===== src/shared/agss_pkg.sv =====
// Purpose: Shared constants and types for the automatic grey-scale servo block.
// Assumes: One 250 MHz clock; all timing inputs are synchronous to it.
// Notes: Register map entries are word indices, taken from address bits 5:2 of a 32-bit AXI4-Lite bus.
package agss_pkg;
   // ==========================================================
   // Widths and codes
   typedef logic [6:0] agss_code_t;
   typedef logic [2:0] agss_tgt_t;
   localparam int unsigned NUM_CHAN = 3;
   localparam int unsigned NUM_LATCH = 7;
   localparam agss_code_t CODE_MAX = 7'h7F;
   localparam agss_code_t CODE_MIN = 7'h00;
   localparam agss_code_t INTENS_RST = 7'h20;
   localparam agss_code_t SERVO_RST = 7'h40;
   localparam agss_code_t ZERO_CODE = 7'h00;
   localparam agss_code_t DARK_DIVISOR = 7'h0A;
   localparam agss_code_t LIMIT_HI = 7'h70;
   localparam agss_code_t LIMIT_LO = 7'h08;
   // Latch targets: gain per channel, dc per channel, offset loop.
   localparam agss_tgt_t TGT_GAIN0 = 3'h0;
   localparam agss_tgt_t TGT_DC0 = 3'h3;
   localparam agss_tgt_t TGT_OFFSET = 3'h6;
   // ==========================================================
   // Timing
   localparam int unsigned CLK_PERIOD_NS = 4;
   localparam int unsigned LINE_PERIOD_NS = 64000;
   localparam int unsigned HALF_LINE_DEFAULT = LINE_PERIOD_NS / CLK_PERIOD_NS / 2;
   localparam logic [13:0] SEQ_GAP = 14'h0004;
   localparam logic [9:0] SAMPLE_LINE_FIRST = 10'h014;
   localparam logic [9:0] SAMPLE_LINE_LAST = 10'h016;
   // ==========================================================
   // Register map
   localparam logic [3:0] IDX_CTRL = 4'h0;
   localparam logic [3:0] IDX_CONTRAST = 4'h1;
   localparam logic [3:0] IDX_BRIGHT = 4'h2;
   localparam logic [3:0] IDX_INTENS0 = 4'h3;
   localparam logic [3:0] IDX_STATUS = 4'h6;
   localparam logic [3:0] IDX_GAIN = 4'h7;
   localparam logic [3:0] IDX_DC = 4'h8;
   localparam logic [3:0] IDX_OFFSET = 4'h9;
   localparam logic [1:0] RESP_OKAY = 2'h0;
   localparam logic [1:0] RESP_SLVERR = 2'h2;
   // ==========================================================
   // Sequencer carrier: interval start, interval finish and the latch addressed.
   typedef struct packed {
      logic start;
      logic finish;
      agss_tgt_t target;
   } agss_seq_t;
endpackage : agss_pkg


===== src/design/agss_servo_cnt.sv =====
// Purpose: Seven-bit up/down servo counter with backload and deadband.
// Assumes: Comparator levels are synchronous; step is a one-cycle pulse.
// Notes: Saturates at both ends instead of wrapping.
`timescale 1ns/1ps
module agss_servo_cnt
(
   input wire logic clk,
   input wire logic rst_n,
   input wire logic backload,
   input wire agss_pkg::agss_code_t backload_val,
   input wire logic step,
   input wire logic err_up,
   input wire logic err_down,
   output agss_pkg::agss_code_t count
);
   import agss_pkg::*;
   // ==========================================================
   // Count logic
   // Only one of the two comparators may move the count; both high is treated as noise.
   wire go_up = step && err_up && !err_down && (count != CODE_MAX);
   wire go_down = step && err_down && !err_up && (count != CODE_MIN);
   always_ff @(posedge clk or negedge rst_n)
   begin
      if (!rst_n)
         count <= SERVO_RST;
      else if (backload)
         count <= backload_val;
      else if (go_up)
         count <= count + 7'h01;
      else if (go_down)
         count <= count - 7'h01;
   end
endmodule : agss_servo_cnt


===== src/design/agss_sequencer.sv =====
// Purpose: Load/backload sequencer that frames the adjustment intervals.
// Assumes: Line and field timing levels are synchronous to the clock.
// Notes: Bright and dark halves each open SEQ_GAP cycles after their boundary.
`timescale 1ns/1ps
module agss_sequencer
#(
   parameter int unsigned HALF_LINE_CYCLES = agss_pkg::HALF_LINE_DEFAULT
)
(
   input wire logic clk,
   input wire logic rst_n,
   input wire logic line_sync,
   input wire logic field_sync,
   input wire logic flyback,
   output agss_pkg::agss_seq_t seq
);
   import agss_pkg::*;
   localparam logic [13:0] HALF = 14'(HALF_LINE_CYCLES);
   logic line_d, field_d, fly_d, dark_open, bright_open;
   logic [9:0] line_cnt;
   logic [13:0] cyc;
   // ==========================================================
   // Edge and position decode
   wire line_rise = line_sync && !line_d;
   wire field_rise = field_sync && !field_d;
   wire sample_line = (line_cnt >= SAMPLE_LINE_FIRST) && (line_cnt <= SAMPLE_LINE_LAST);
   wire [2:0] chan = 3'(line_cnt - SAMPLE_LINE_FIRST);
   wire bright_start = sample_line && !line_rise && (cyc == SEQ_GAP);
   wire dark_start = sample_line && !line_rise && (cyc == HALF + SEQ_GAP);
   wire bright_end = bright_open && (line_rise || cyc == HALF);
   wire dark_end = dark_open && line_rise;
   wire fly_start = flyback && !fly_d;
   wire fly_end = !flyback && fly_d;
   // ==========================================================
   // Line and cycle counters; the line count restarts at each field.
   always_ff @(posedge clk or negedge rst_n)
   begin
      if (!rst_n)
      begin
         line_d <= 1'b0;
         field_d <= 1'b0;
         fly_d <= 1'b0;
         line_cnt <= 10'h000;
         cyc <= 14'h0000;
      end
      else
      begin
         line_d <= line_sync;
         field_d <= field_sync;
         fly_d <= flyback;
         line_cnt <= field_rise ? 10'h000 : (line_rise ? line_cnt + 10'h001 : line_cnt);
         cyc <= line_rise ? 14'h0000 : cyc + 14'h0001;
      end
   end
   // ==========================================================
   // Interval framing and latch addressing.
   always_ff @(posedge clk or negedge rst_n)
   begin
      if (!rst_n)
      begin
         bright_open <= 1'b0;
         dark_open <= 1'b0;
         seq <= '0;
      end
      else
      begin
         bright_open <= bright_start || (bright_open && !bright_end);
         dark_open <= dark_start || (dark_open && !dark_end);
         seq.start <= bright_start || dark_start || fly_start;
         seq.finish <= bright_end || dark_end || fly_end;
         if (fly_start)
            seq.target <= TGT_OFFSET;
         else if (bright_start)
            seq.target <= TGT_GAIN0 + chan;
         else if (dark_start)
            seq.target <= TGT_DC0 + chan;
      end
   end
endmodule : agss_sequencer


===== src/design/agss_top.sv =====
// Purpose: Digital control of the automatic grey-scale servo for three colour channels.
// Assumes: Comparator and timing inputs are synchronous to SYS_CLK; single AXI4-Lite master.
// Notes: Gain and offset drive codes leave as 7-bit words to external converters; the 8-bit dc drive carries the pedestal.
//
// Summary of operation
// - Hold an intensity word per colour channel and output it as reference code.
// - During bright interval output reference pulse sized by the latest contrast word.
// - Error above upper threshold increments the servo counter.
// - Error below lower threshold decrements the servo counter.
// - Error between thresholds leaves the counter unchanged, forming a deadband.
// - At load, copy the counter into the addressed latch driving that output.
// - During dark interval the reference is the intensity word divided by ten.
// - Line and field timing drive the sequencer that addresses the latches.
// - Backload copies the addressed latch into the counter before adjustment.
// - Brightness shifts all three dc pedestals equally, outside the servo loops.
// - Servo updates stop while the loop-disable bit is set.
// - An offset-compensation loop with its own latch runs only in field flyback.
// - Each reference is checked against limits; separate up and down grid flags.
// - Gain and dc values are seven bits, held in latches between samplings.
// - Sampling uses three consecutive lines, one per colour channel.
// - First half of a sampling line adjusts gain, second half dc level.
`timescale 1ns/1ps
module agss_top
#(
   parameter int unsigned HALF_LINE_CYCLES = agss_pkg::HALF_LINE_DEFAULT
)
(
   input wire logic SYS_CLK,
   input wire logic RST_N,
   input wire logic [7:0] S_AXI_AWADDR,
   input wire logic S_AXI_AWVALID,
   output logic S_AXI_AWREADY,
   input wire logic [31:0] S_AXI_WDATA,
   input wire logic [3:0] S_AXI_WSTRB,
   input wire logic S_AXI_WVALID,
   output logic S_AXI_WREADY,
   output logic [1:0] S_AXI_BRESP,
   output logic S_AXI_BVALID,
   input wire logic S_AXI_BREADY,
   input wire logic [7:0] S_AXI_ARADDR,
   input wire logic S_AXI_ARVALID,
   output logic S_AXI_ARREADY,
   output logic [31:0] S_AXI_RDATA,
   output logic [1:0] S_AXI_RRESP,
   output logic S_AXI_RVALID,
   input wire logic S_AXI_RREADY,
   input wire logic LINE_SYNC,
   input wire logic FIELD_SYNC,
   input wire logic FLYBACK,
   input wire logic UPPER_ERROR_COMPARATOR,
   input wire logic LOWER_ERROR_COMPARATOR,
   output agss_pkg::agss_code_t [2:0] INTENSITY_REF,
   output agss_pkg::agss_code_t BRIGHT_PULSE,
   output agss_pkg::agss_code_t DARK_PULSE,
   output agss_pkg::agss_code_t [2:0] GAIN_DRIVE,
   output logic [2:0][7:0] DC_DRIVE,
   output agss_pkg::agss_code_t OFFSET_DRIVE,
   output logic [2:0] SCREEN_GRID_UP,
   output logic [2:0] SCREEN_GRID_DOWN
);
   import agss_pkg::*;
   typedef enum logic [3:0]
   {
      ST_IDLE = 4'b0001,
      ST_BLOAD = 4'b0010,
      ST_ADJ = 4'b0100,
      ST_LOAD = 4'b1000
   } agss_state_t;
   agss_state_t state, next_state;
   agss_seq_t seq;
   agss_tgt_t tgt;
   agss_code_t count;
   agss_code_t contrast, brightness;
   agss_code_t latch [NUM_LATCH];
   logic loop_disable;
   logic aw_full, w_full;
   logic [3:0] aw_idx;
   logic [31:0] w_data;
   logic w_strb0;

   // ==========================================================
   // Sequencer and servo counter
   agss_sequencer #(.HALF_LINE_CYCLES(HALF_LINE_CYCLES)) u_seq
   (
      .clk(SYS_CLK),
      .rst_n(RST_N),
      .line_sync(LINE_SYNC),
      .field_sync(FIELD_SYNC),
      .flyback(FLYBACK),
      .seq(seq)
   );

   // The step is taken once, on the interval's closing pulse, so a line moves a value by one code.
   wire do_backload = (state == ST_BLOAD);
   wire do_step = (state == ST_ADJ) && seq.finish && !loop_disable;
   agss_servo_cnt u_cnt
   (
      .clk(SYS_CLK),
      .rst_n(RST_N),
      .backload(do_backload),
      .backload_val(latch[tgt]),
      .step(do_step),
      .err_up(UPPER_ERROR_COMPARATOR),
      .err_down(LOWER_ERROR_COMPARATOR),
      .count(count)
   );

   // ==========================================================
   // Load/backload state machine
   // A start pulse arriving while a cycle is still running is dropped rather than queued.
   always_comb
   begin
      next_state = state;
      unique case (state)
         ST_IDLE: if (seq.start) next_state = ST_BLOAD;
         ST_BLOAD: next_state = ST_ADJ;
         ST_ADJ: if (seq.finish) next_state = ST_LOAD;
         ST_LOAD: next_state = ST_IDLE;
         default: next_state = ST_IDLE;
      endcase
   end

   always_ff @(posedge SYS_CLK or negedge RST_N)
   begin
      if (!RST_N)
      begin
         state <= ST_IDLE;
         tgt <= TGT_GAIN0;
      end
      else
      begin
         state <= next_state;
         if (state == ST_IDLE && seq.start)
            tgt <= seq.target;
      end
   end

   // ==========================================================
   // Servo latches: gain 0..2, dc 3..5, offset 6.
   // With the loops disabled the load writes back the unchanged backloaded value.
   generate
      for (genvar i = 0; i < NUM_LATCH; i++)
      begin : g_latch
         always_ff @(posedge SYS_CLK or negedge RST_N)
         begin
            if (!RST_N)
               latch[i] <= SERVO_RST;
            else if (state == ST_LOAD && tgt == 3'(i))
               latch[i] <= count;
         end
      end
   endgenerate

   // ==========================================================
   // Reference pulses for the active interval.
   wire gain_phase = (state == ST_ADJ) && (tgt < TGT_DC0);
   wire dark_phase = (state == ST_ADJ) && (tgt >= TGT_DC0) && (tgt < TGT_OFFSET);
   wire [2:0] dark_chan = 3'(tgt - TGT_DC0);
   wire agss_code_t dark_ref = INTENSITY_REF[dark_chan[1:0]] / DARK_DIVISOR;
   wire agss_code_t next_bright = gain_phase ? contrast : ZERO_CODE;
   wire agss_code_t next_dark = dark_phase ? dark_ref : ZERO_CODE;

   always_ff @(posedge SYS_CLK or negedge RST_N)
   begin
      if (!RST_N)
      begin
         BRIGHT_PULSE <= ZERO_CODE;
         DARK_PULSE <= ZERO_CODE;
         OFFSET_DRIVE <= SERVO_RST;
      end
      else
      begin
         BRIGHT_PULSE <= next_bright;
         DARK_PULSE <= next_dark;
         OFFSET_DRIVE <= latch[TGT_OFFSET];
      end
   end

   // ==========================================================
   // Per-channel drives and range flags.
   // The pedestal is added after the latch, so brightness never enters the servo loop.
   generate
      for (genvar c = 0; c < NUM_CHAN; c++)
      begin : g_chan
         wire [7:0] next_dc = {1'b0, latch[TGT_DC0 + c]} + {1'b0, brightness};
         always_ff @(posedge SYS_CLK or negedge RST_N)
         begin
            if (!RST_N)
            begin
               GAIN_DRIVE[c] <= SERVO_RST;
               DC_DRIVE[c] <= 8'h00;
               SCREEN_GRID_UP[c] <= 1'b0;
               SCREEN_GRID_DOWN[c] <= 1'b0;
            end
            else
            begin
               GAIN_DRIVE[c] <= latch[TGT_GAIN0 + c];
               DC_DRIVE[c] <= next_dc;
               SCREEN_GRID_UP[c] <= INTENSITY_REF[c] > LIMIT_HI;
               SCREEN_GRID_DOWN[c] <= INTENSITY_REF[c] < LIMIT_LO;
            end
         end
      end
   endgenerate

   // ==========================================================
   // AXI4-Lite write path: address and data held independently, committed together.
   wire aw_take = S_AXI_AWVALID && S_AXI_AWREADY;
   wire w_take = S_AXI_WVALID && S_AXI_WREADY;
   wire do_write = aw_full && w_full && !S_AXI_BVALID;
   wire wr_ok = (aw_idx <= IDX_OFFSET);
   wire wr_en = do_write && w_strb0;
   wire next_aw_full = aw_full ? !do_write : aw_take;
   wire next_w_full = w_full ? !do_write : w_take;

   always_ff @(posedge SYS_CLK or negedge RST_N)
   begin
      if (!RST_N)
      begin
         aw_full <= 1'b0;
         w_full <= 1'b0;
         aw_idx <= IDX_CTRL;
         w_data <= 32'h00000000;
         w_strb0 <= 1'b0;
         S_AXI_AWREADY <= 1'b0;
         S_AXI_WREADY <= 1'b0;
         S_AXI_BVALID <= 1'b0;
         S_AXI_BRESP <= RESP_OKAY;
      end
      else
      begin
         aw_full <= next_aw_full;
         w_full <= next_w_full;
         S_AXI_AWREADY <= !next_aw_full;
         S_AXI_WREADY <= !next_w_full;
         if (aw_take)
            aw_idx <= S_AXI_AWADDR[5:2];
         if (w_take)
         begin
            w_data <= S_AXI_WDATA;
            w_strb0 <= S_AXI_WSTRB[0];
         end
         if (do_write)
         begin
            S_AXI_BVALID <= 1'b1;
            S_AXI_BRESP <= wr_ok ? RESP_OKAY : RESP_SLVERR;
         end
         else if (S_AXI_BREADY)
            S_AXI_BVALID <= 1'b0;
      end
   end

   // ==========================================================
   // Software-written control registers; only byte lane 0 carries meaning.
   always_ff @(posedge SYS_CLK or negedge RST_N)
   begin
      if (!RST_N)
      begin
         loop_disable <= 1'b0;
         contrast <= SERVO_RST;
         brightness <= ZERO_CODE;
      end
      else if (wr_en)
      begin
         if (aw_idx == IDX_CTRL)
            loop_disable <= w_data[0];
         if (aw_idx == IDX_CONTRAST)
            contrast <= w_data[6:0];
         if (aw_idx == IDX_BRIGHT)
            brightness <= w_data[6:0];
      end
   end

   generate
      for (genvar k = 0; k < NUM_CHAN; k++)
      begin : g_intens
         always_ff @(posedge SYS_CLK or negedge RST_N)
         begin
            if (!RST_N)
               INTENSITY_REF[k] <= INTENS_RST;
            else if (wr_en && aw_idx == IDX_INTENS0 + 4'(k))
               INTENSITY_REF[k] <= w_data[6:0];
         end
      end
   endgenerate

   // ==========================================================
   // AXI4-Lite read path: data one cycle after the address is taken.
   wire [3:0] ar_idx = S_AXI_ARADDR[5:2];
   wire [31:0] rd_status = {23'h0, state != ST_IDLE, 2'h0, SCREEN_GRID_DOWN, SCREEN_GRID_UP};
   wire [31:0] rd_gain = {9'h0, latch[2], 1'b0, latch[1], 1'b0, latch[0]};
   wire [31:0] rd_dc = {9'h0, latch[5], 1'b0, latch[4], 1'b0, latch[3]};
   wire [31:0] rd_data =
      (ar_idx == IDX_CTRL) ? {31'h0, loop_disable} :
      (ar_idx == IDX_CONTRAST) ? {25'h0, contrast} :
      (ar_idx == IDX_BRIGHT) ? {25'h0, brightness} :
      (ar_idx == IDX_INTENS0) ? {25'h0, INTENSITY_REF[0]} :
      (ar_idx == IDX_INTENS0 + 4'h1) ? {25'h0, INTENSITY_REF[1]} :
      (ar_idx == IDX_INTENS0 + 4'h2) ? {25'h0, INTENSITY_REF[2]} :
      (ar_idx == IDX_STATUS) ? rd_status :
      (ar_idx == IDX_GAIN) ? rd_gain :
      (ar_idx == IDX_DC) ? rd_dc :
      (ar_idx == IDX_OFFSET) ? {25'h0, latch[TGT_OFFSET]} : 32'h00000000;
   wire rd_ok = (ar_idx <= IDX_OFFSET);
   wire ar_take = S_AXI_ARVALID && S_AXI_ARREADY;

   always_ff @(posedge SYS_CLK or negedge RST_N)
   begin
      if (!RST_N)
      begin
         S_AXI_ARREADY <= 1'b0;
         S_AXI_RVALID <= 1'b0;
         S_AXI_RDATA <= 32'h00000000;
         S_AXI_RRESP <= RESP_OKAY;
      end
      else if (ar_take)
      begin
         S_AXI_ARREADY <= 1'b0;
         S_AXI_RVALID <= 1'b1;
         S_AXI_RDATA <= rd_data;
         S_AXI_RRESP <= rd_ok ? RESP_OKAY : RESP_SLVERR;
      end
      else if (S_AXI_RVALID)
      begin
         S_AXI_RVALID <= !S_AXI_RREADY;
         S_AXI_ARREADY <= S_AXI_RREADY;
      end
      else
         S_AXI_ARREADY <= 1'b1;
   end
endmodule : agss_top


===== config.mk =====
export PLATFORM = sky130hd
export DESIGN_NAME = agss_top
export DESIGN_NICKNAME = d
export VERILOG_FILES = /design/src/shared/agss_pkg.sv /design/src/design/agss_servo_cnt.sv /design/src/design/agss_sequencer.sv /design/src/design/agss_top.sv
export SDC_FILE = /design/constraint.sdc
export NUM_CORES = 1
export LEC_CHECK = 0
export ABC_CLOCK_PERIOD_IN_PS = 6400
export BUFFER_PORTS_ARGS = -buffer_cell sky130_fd_sc_hd__buf_4
export CAP_MARGIN = 20
export CORE_ASPECT_RATIO = 1.75
export CORE_MARGIN = 8
export CORE_UTILIZATION = 63
export CTS_BUF_LIST = sky130_fd_sc_hd__clkbuf_4 sky130_fd_sc_hd__clkbuf_8
export DETAILED_ROUTE_END_ITERATION = 12
export PLACE_DENSITY = 0.94
export SLEW_MARGIN = 10
export SYNTH_ARGS = -nofsm -noshare
export SYNTH_HDL_FRONTEND = slang
export SYNTH_SLANG_ARGS = --single-unit

===== constraint.sdc =====
create_clock -name SYS_CLK -period 6.4 [get_ports SYS_CLK]
set_clock_uncertainty 0.05 [all_clocks]
set_input_delay 0.64 -clock SYS_CLK [delete_from_list [all_inputs] [get_ports SYS_CLK]]
set_output_delay 0.64 -clock SYS_CLK [all_outputs]
set_load 0.02 [all_outputs]

Word-level counts from Yosys, hierarchy flattened
Index checks and enable logic that the tools add are counted.
{ "word_totals": {"regBits": 260, "out_inout_bits": 134, "elab_cells": 225} }
{ "classes": {"n_addsub": 10, "n_div": 1, "magnitude_cmp": 15, "eq_ne": 31, "muxes": 39, "n_bitwise": 1, "reduce_logical": 74} }
{ "ops": {"columns": ["operator", "n"], "rows": [
  ["$mux W23", 9],
  ["$mux W7", 9],
  ["$logic_and A1 B1 Y1", 40],
  ["$eq A14 B13 Y1 const B", 2],
  ["$eq A4 B3 Y1 const B", 7],
  ["$add A7 B7 Y8", 3],
  ["$bmux W7 S3", 1],
  ["$gt A7 B7 Y1 const B", 3],
  ["$lt A7 B4 Y1 const B", 3],
  ["$eq A4 B2 Y1 const B", 5],
  ["$mux W10", 2],
  ["$logic_not A1 Y1", 15],
  ["$add A14 B1 Y14 const B", 1],
  ["$bmux W7 S2", 1],
  ["$eq A14 B3 Y1 const B", 1],
  ["$mux W14", 1],
  ["$eq A4 B1 Y1 const B", 3],
  ["$eq A4 B4 Y1 const B", 3],
  ["$pmux W4 S3", 1],
  ["$add A10 B1 Y10 const B", 1],
  ["$ge A10 B5 Y1 const B", 1],
  ["$le A10 B5 Y1 const B", 1],
  ["$eq A3 B3 Y1 const B", 3],
  ["$mux W3", 3],
  ["28 further kinds", 52]
]} }

Longest topological paths before layout
{ "depth": {"word_depth": 11, "depth_mapped": 16} }

Hierarchy
A second synthesis with hierarchy kept.
{ "unflattened": {"cells_unflattened": 994, "hier_area_um2": 11661.2} }
{ "modules_own_cells": {"columns": ["mod", "instances", "cells_per_inst", "area_each_um2", "seq_area_each_um2"], "rows": [
  ["agss_top", 1, 760, 9361.5, 5099.9],
  ["agss_sequencer", 1, 166, 1650.3, 850.8],
  ["agss_servo_cnt", 1, 68, 649.4, 176.4]
]} }

Worst setup path after synthesis
OpenSTA, ideal clock, no wires.
{ "synth_path": {"path_type": "reg-to-reg", "from": "reg tgt[1]", "to": "reg DARK_PULSE[0]", "setup_ns": 0.082, "t_arrival_ns": 3.411, "path_slack_ns": 2.857, "stages_incl_launch_ff": 17, "cell_sequence": "dfrtp_1 -> buf_2 -> buf_1 -> inv_1 -> ha_1 -> buf_6 -> mux2i_1 -> o22ai_2 -> nor2_1 -> a21oi_1 -> ha_1 -> o41ai_1 -> o21ai_1 -> o22a_4 -> xnor2_1 -> or3_1 -> a31oi_1"} }
{ "synth_between": {"elab_chain_cells": 5, "word_cells_on_any_way": 9, "cone_classes": "1 x add/sub; 1 x div; 2 x order compare; 3 x mux; 2 x reduce/logical"} }
{ "synth_rtl": {"columns": ["element", "line", "rtl"], "rows": [
  ["start: declaration", "agss_top.sv:71", "agss_tgt_t tgt;"],
  ["start signal: assignment", "agss_top.sv:134", "tgt <= seq.target;"],
  ["$sub A2 B2 Y2", "agss_top.sv:158", "wire [2:0] dark_chan = 3'(tgt - TGT_DC0);"],
  ["$bmux W7 S2", "agss_top.sv:159", "wire agss_code_t dark_ref = INTENSITY_REF[dark_chan[1:0]] / DARK_DIVISOR;"],
  ["$mux W7 (not written as such)", "agss_top.sv:159", null],
  ["$div A7 B4 Y7", "agss_top.sv:159", null],
  ["$mux W7 (*)", "agss_top.sv:161", "wire agss_code_t next_dark = dark_phase ? dark_ref : ZERO_CODE;"],
  ["net next_dark[0]", "agss_top.sv:161", null],
  ["end signal: assignment", "agss_top.sv:174", "DARK_PULSE <= next_dark;"],
  ["end: declaration", "agss_top.sv:54", "output agss_pkg::agss_code_t DARK_PULSE,"]
]} }
Mark *: on every way through the listed nets, which the timed path passes. The rest lies on a longest branch. The select of a mux whose other input is x is not followed.
A chain may end at the register's enable or synchronous reset.

Final worst setup path
Same ends and word-level chain as after synthesis.

==> impl_metrics.csv <==
group,metric,value,unit
timing,finalHoldViolations,0,
detailed_routing,vias,8660,
global_route,track_usage,26.0,%
worst_setup_path,required,6.76,ns
placement,hpwl,21700,um
detailed_routing,ant_nets,0,
finish,stdcell_area,13600,sq um
power,power_density,338,nW/um^2
yosys,yosys.area.top_type,"dfrtp_1",
global_route,grt_pass1_wl,48200,um
finish,multi_input_area,5150,sq um
floorplanning,die_x,119,um
timing,timing.fmax,0.231,GHz
power,vdd_drop_max,0.000256,V
timing,rsz0062_at_grt,"false",
finish,syn2layout_area_growth,16.7,%
finish,register_area,6130,sq um
clock_network,clock_latency,0.51,ns
detailed_routing,viasPerCell,6.14,
worst_setup_path,reg2reg_slack,2.08,ns
floorplanning,dieArea,23300,sq um
detailed_routing,drc,0,
yosys,ys_types,70,
floorplanning,die_y,196,um
finish,final_common_cell,"dfrtp_1",
timing,setup_violations,0,
detailed_routing,dr.first_iter.drc_count,622,
yosys,syn-cell-area,11700,sq um
finish,layout.nets,1252,
detailed_routing,drt-total-wl,30200,um
timing,relSlewSlack,32.1,%
worst_setup_path,cp_max_fo,21,
clock_network,cts_setup_buffers,0,
timing,period_share,67.6,%
clock_network,max-clock-path-buffers,3,
clock_network,cts-htree-levels,2,
floorplanning,io_pins,198,
yosys,syn_avg_cell_area,11.6,sq um
placement,gp_routability_congestion,0.919,
timing,tightestPinTransition,1.01,ns
detailed_routing,dr.pass1.iters,6,
placement,io_buffers,145,
floorplanning,core,18400,sq um
run,maxCapViolCount,0,
worst_setup_path,worstSetupEndpointType,"flip-flop",
worst_hold_path,min_path_type,"primary input to async pin",
global_route,grt_max_degree,125,
global_route,grt_remaining_overflow,0,
clock_network,hold_buffers,0,
timing,drv_slew,0,
clock_network,cts_root_buffer,"clkbuf_8",
clock_network,clk_pin_slew,0.07,ns
timing,fin_crit,4.32,ns
yosys,synth_ff_type,"dfrtp_1",
run_status,status,"completed",
clock_network,cts.sinks,244,
yosys,syn_inst,1008,
yosys,ys_seq_area_share,52.5,%
global_route,grt_antenna_before_repair,0,
yosys,synth_area_leaders,"dfrtp_1, mux2_2, ha_1, dfstp_2, nand2_1",
clock_network,postCtsResizedCells,0,
finish,num_antenna_cells,0,
finish,drive_gt1_share,30.6,%
worst_setup_path,start_kind,"flip-flop",
yosys,yosysWarnings,0,
worst_setup_path,path_class,"flip-flop to flip-flop",
floorplanning,core.rowCount,66,
finish,utilization,73.9,%
power,p_leak,6.65,nW
worst_setup_path,worstPathArrival,4.68,ns
yosys,async_flop_share,100,%
finish,layout_common_cells,"dfrtp_1, buf_4, mux2_2",
clock_network,cts_tree,"yes",
timing,setup-tns-final,0,ns
detailed_routing,wire_per_inst,21.4,um
yosys,synth-edff-count,0,
clock_network,numCtsBuffers,35,
placement,dpl-instance-area,12800,sq um
floorplanning,start_util,63.4,%
finish,fillerInstances,1258,
yosys,ys_ff_latch,244,
yosys,synth_top_area_share,48.7,%
global_route,grt_pass1_vias,9180,
## per-stage QoR
stage	cells	setup WS, ns	hold WS [ns]	power [mW]
2_1_floorplan	1023	2.86	0.294	2.82
3_3_place_gp	1349	2.22	0.327	3.21
3_5_place_dp	1349	2.15	0.334	3.27
4_1_cts	1411	2.13	0.179	4.62
5_1_grt	1411	1.77	0.184	4.82
6_report	1411	2.08	0.103	4.60
## layout make-up
cell class	count	area share [%]
repair buffers	149	8.27
flip-flops and latches	244	45.0
clock inverters	10	0.781
inverters	36	0.993
clock buffers	52	4.94
well taps	238	2.19
multi-input cells	682	37.8
## where the power goes
group          switching, mW  total [mW]  internal, mW
clock                  0.584        1.34         0.758
sequential             0.346        2.11          1.77
combinational          0.623        1.14         0.522
## cells by family after synthesis
family	share of synthesized area [%]
AO/OA/AOI/OAI	10.4
adder cells (fa/ha/maj)	4.55
multiplexers	13.5
AND/OR/NAND/NOR	12.0
buffers and inverters	3.88
flip-flops	52.5
other	0.0321
XOR/XNOR	3.15
## critical path: stages, from the launching register on
cell and delay (ns):
dfrtp_1 0.98, inv_1 0.20, ha_1 0.81, mux2i_1 0.29
o22ai_2 0.11, nor2_1 0.33, a21oi_1 0.18, ha_1 0.28
o41ai_1 0.07, o21ai_1 0.11, o22a_4 0.22, xnor2_1 0.11
or3_1 0.32, a31oi_1 0.16
## routing by layer
| metal | global-route usage (%) | vias up | routed length [um] | share of wire, % |
|---|---|---|---|---|
| met3 | 5.12 | 117 | 1890 | 6.3 |
| li1 | - | 3851 | - | - |
| met1 | 27.2 | 4306 | 10400 | 34 |
| met2 | 45.4 | 386 | 15700 | 52 |
| met4 | 19.4 | 0 | 2160 | 7.2 |
| met5 | 0 | - | 0 | 0 |
## flip-flops by register name, summed over array words and instances, names as in the netlist, 10 cells and up
name and flops:
u_seq.cyc 14, u_seq.line_cnt 10, INTENSITY_REF 21, DC_DRIVE 24, latch 49, GAIN_DRIVE 21, S_AXI_RDATA 21
## cells in the mapped netlist, types with 5 or more instances
cell      count
nor2_1       55
dfrtp_1     227
and2_1        5
xnor2_1      23
nor4bb_1      5
nor2b_1      11
or3_1         5
ha_1         36
mux2_2      103
nor4_1       11
o21ai_1      19
nand3b_1      5
nor3_1        5
o21bai_1      7
nand3_1      21
nand4_1       7
nand2_1      77
a22oi_1      19
buf_2         8
dfstp_2      17
a21o_1        8
inv_1        35
clkbuf_1     31
buf_4        16
and3_1       12
mux4_2        7
a31oi_1       5
nand2b_1     11
xor2_1       19
a21oi_1      42
o21ai_0      42
mux2i_1      22
nor3b_1       6
o211ai_1     19
## path summary, 6_finish.rpt
check / startpoint / to / cells past startpoint
hold / removal: RST_N / BRIGHT_PULSE[4] / 1
min in group SYS_CLK: FIELD_SYNC / u_seq.field_d / 1
setup / recovery: tgt[1] / DARK_PULSE[0] / 13
max in group asynchronous: RST_N / SCREEN_GRID_DOWN[1] / 2
setup reg to reg: tgt[1] / DARK_PULSE[0] / 13
hold reg to reg: latch[41] / GAIN_DRIVE[13] / 0
Power figures use the tool's default switching activity.
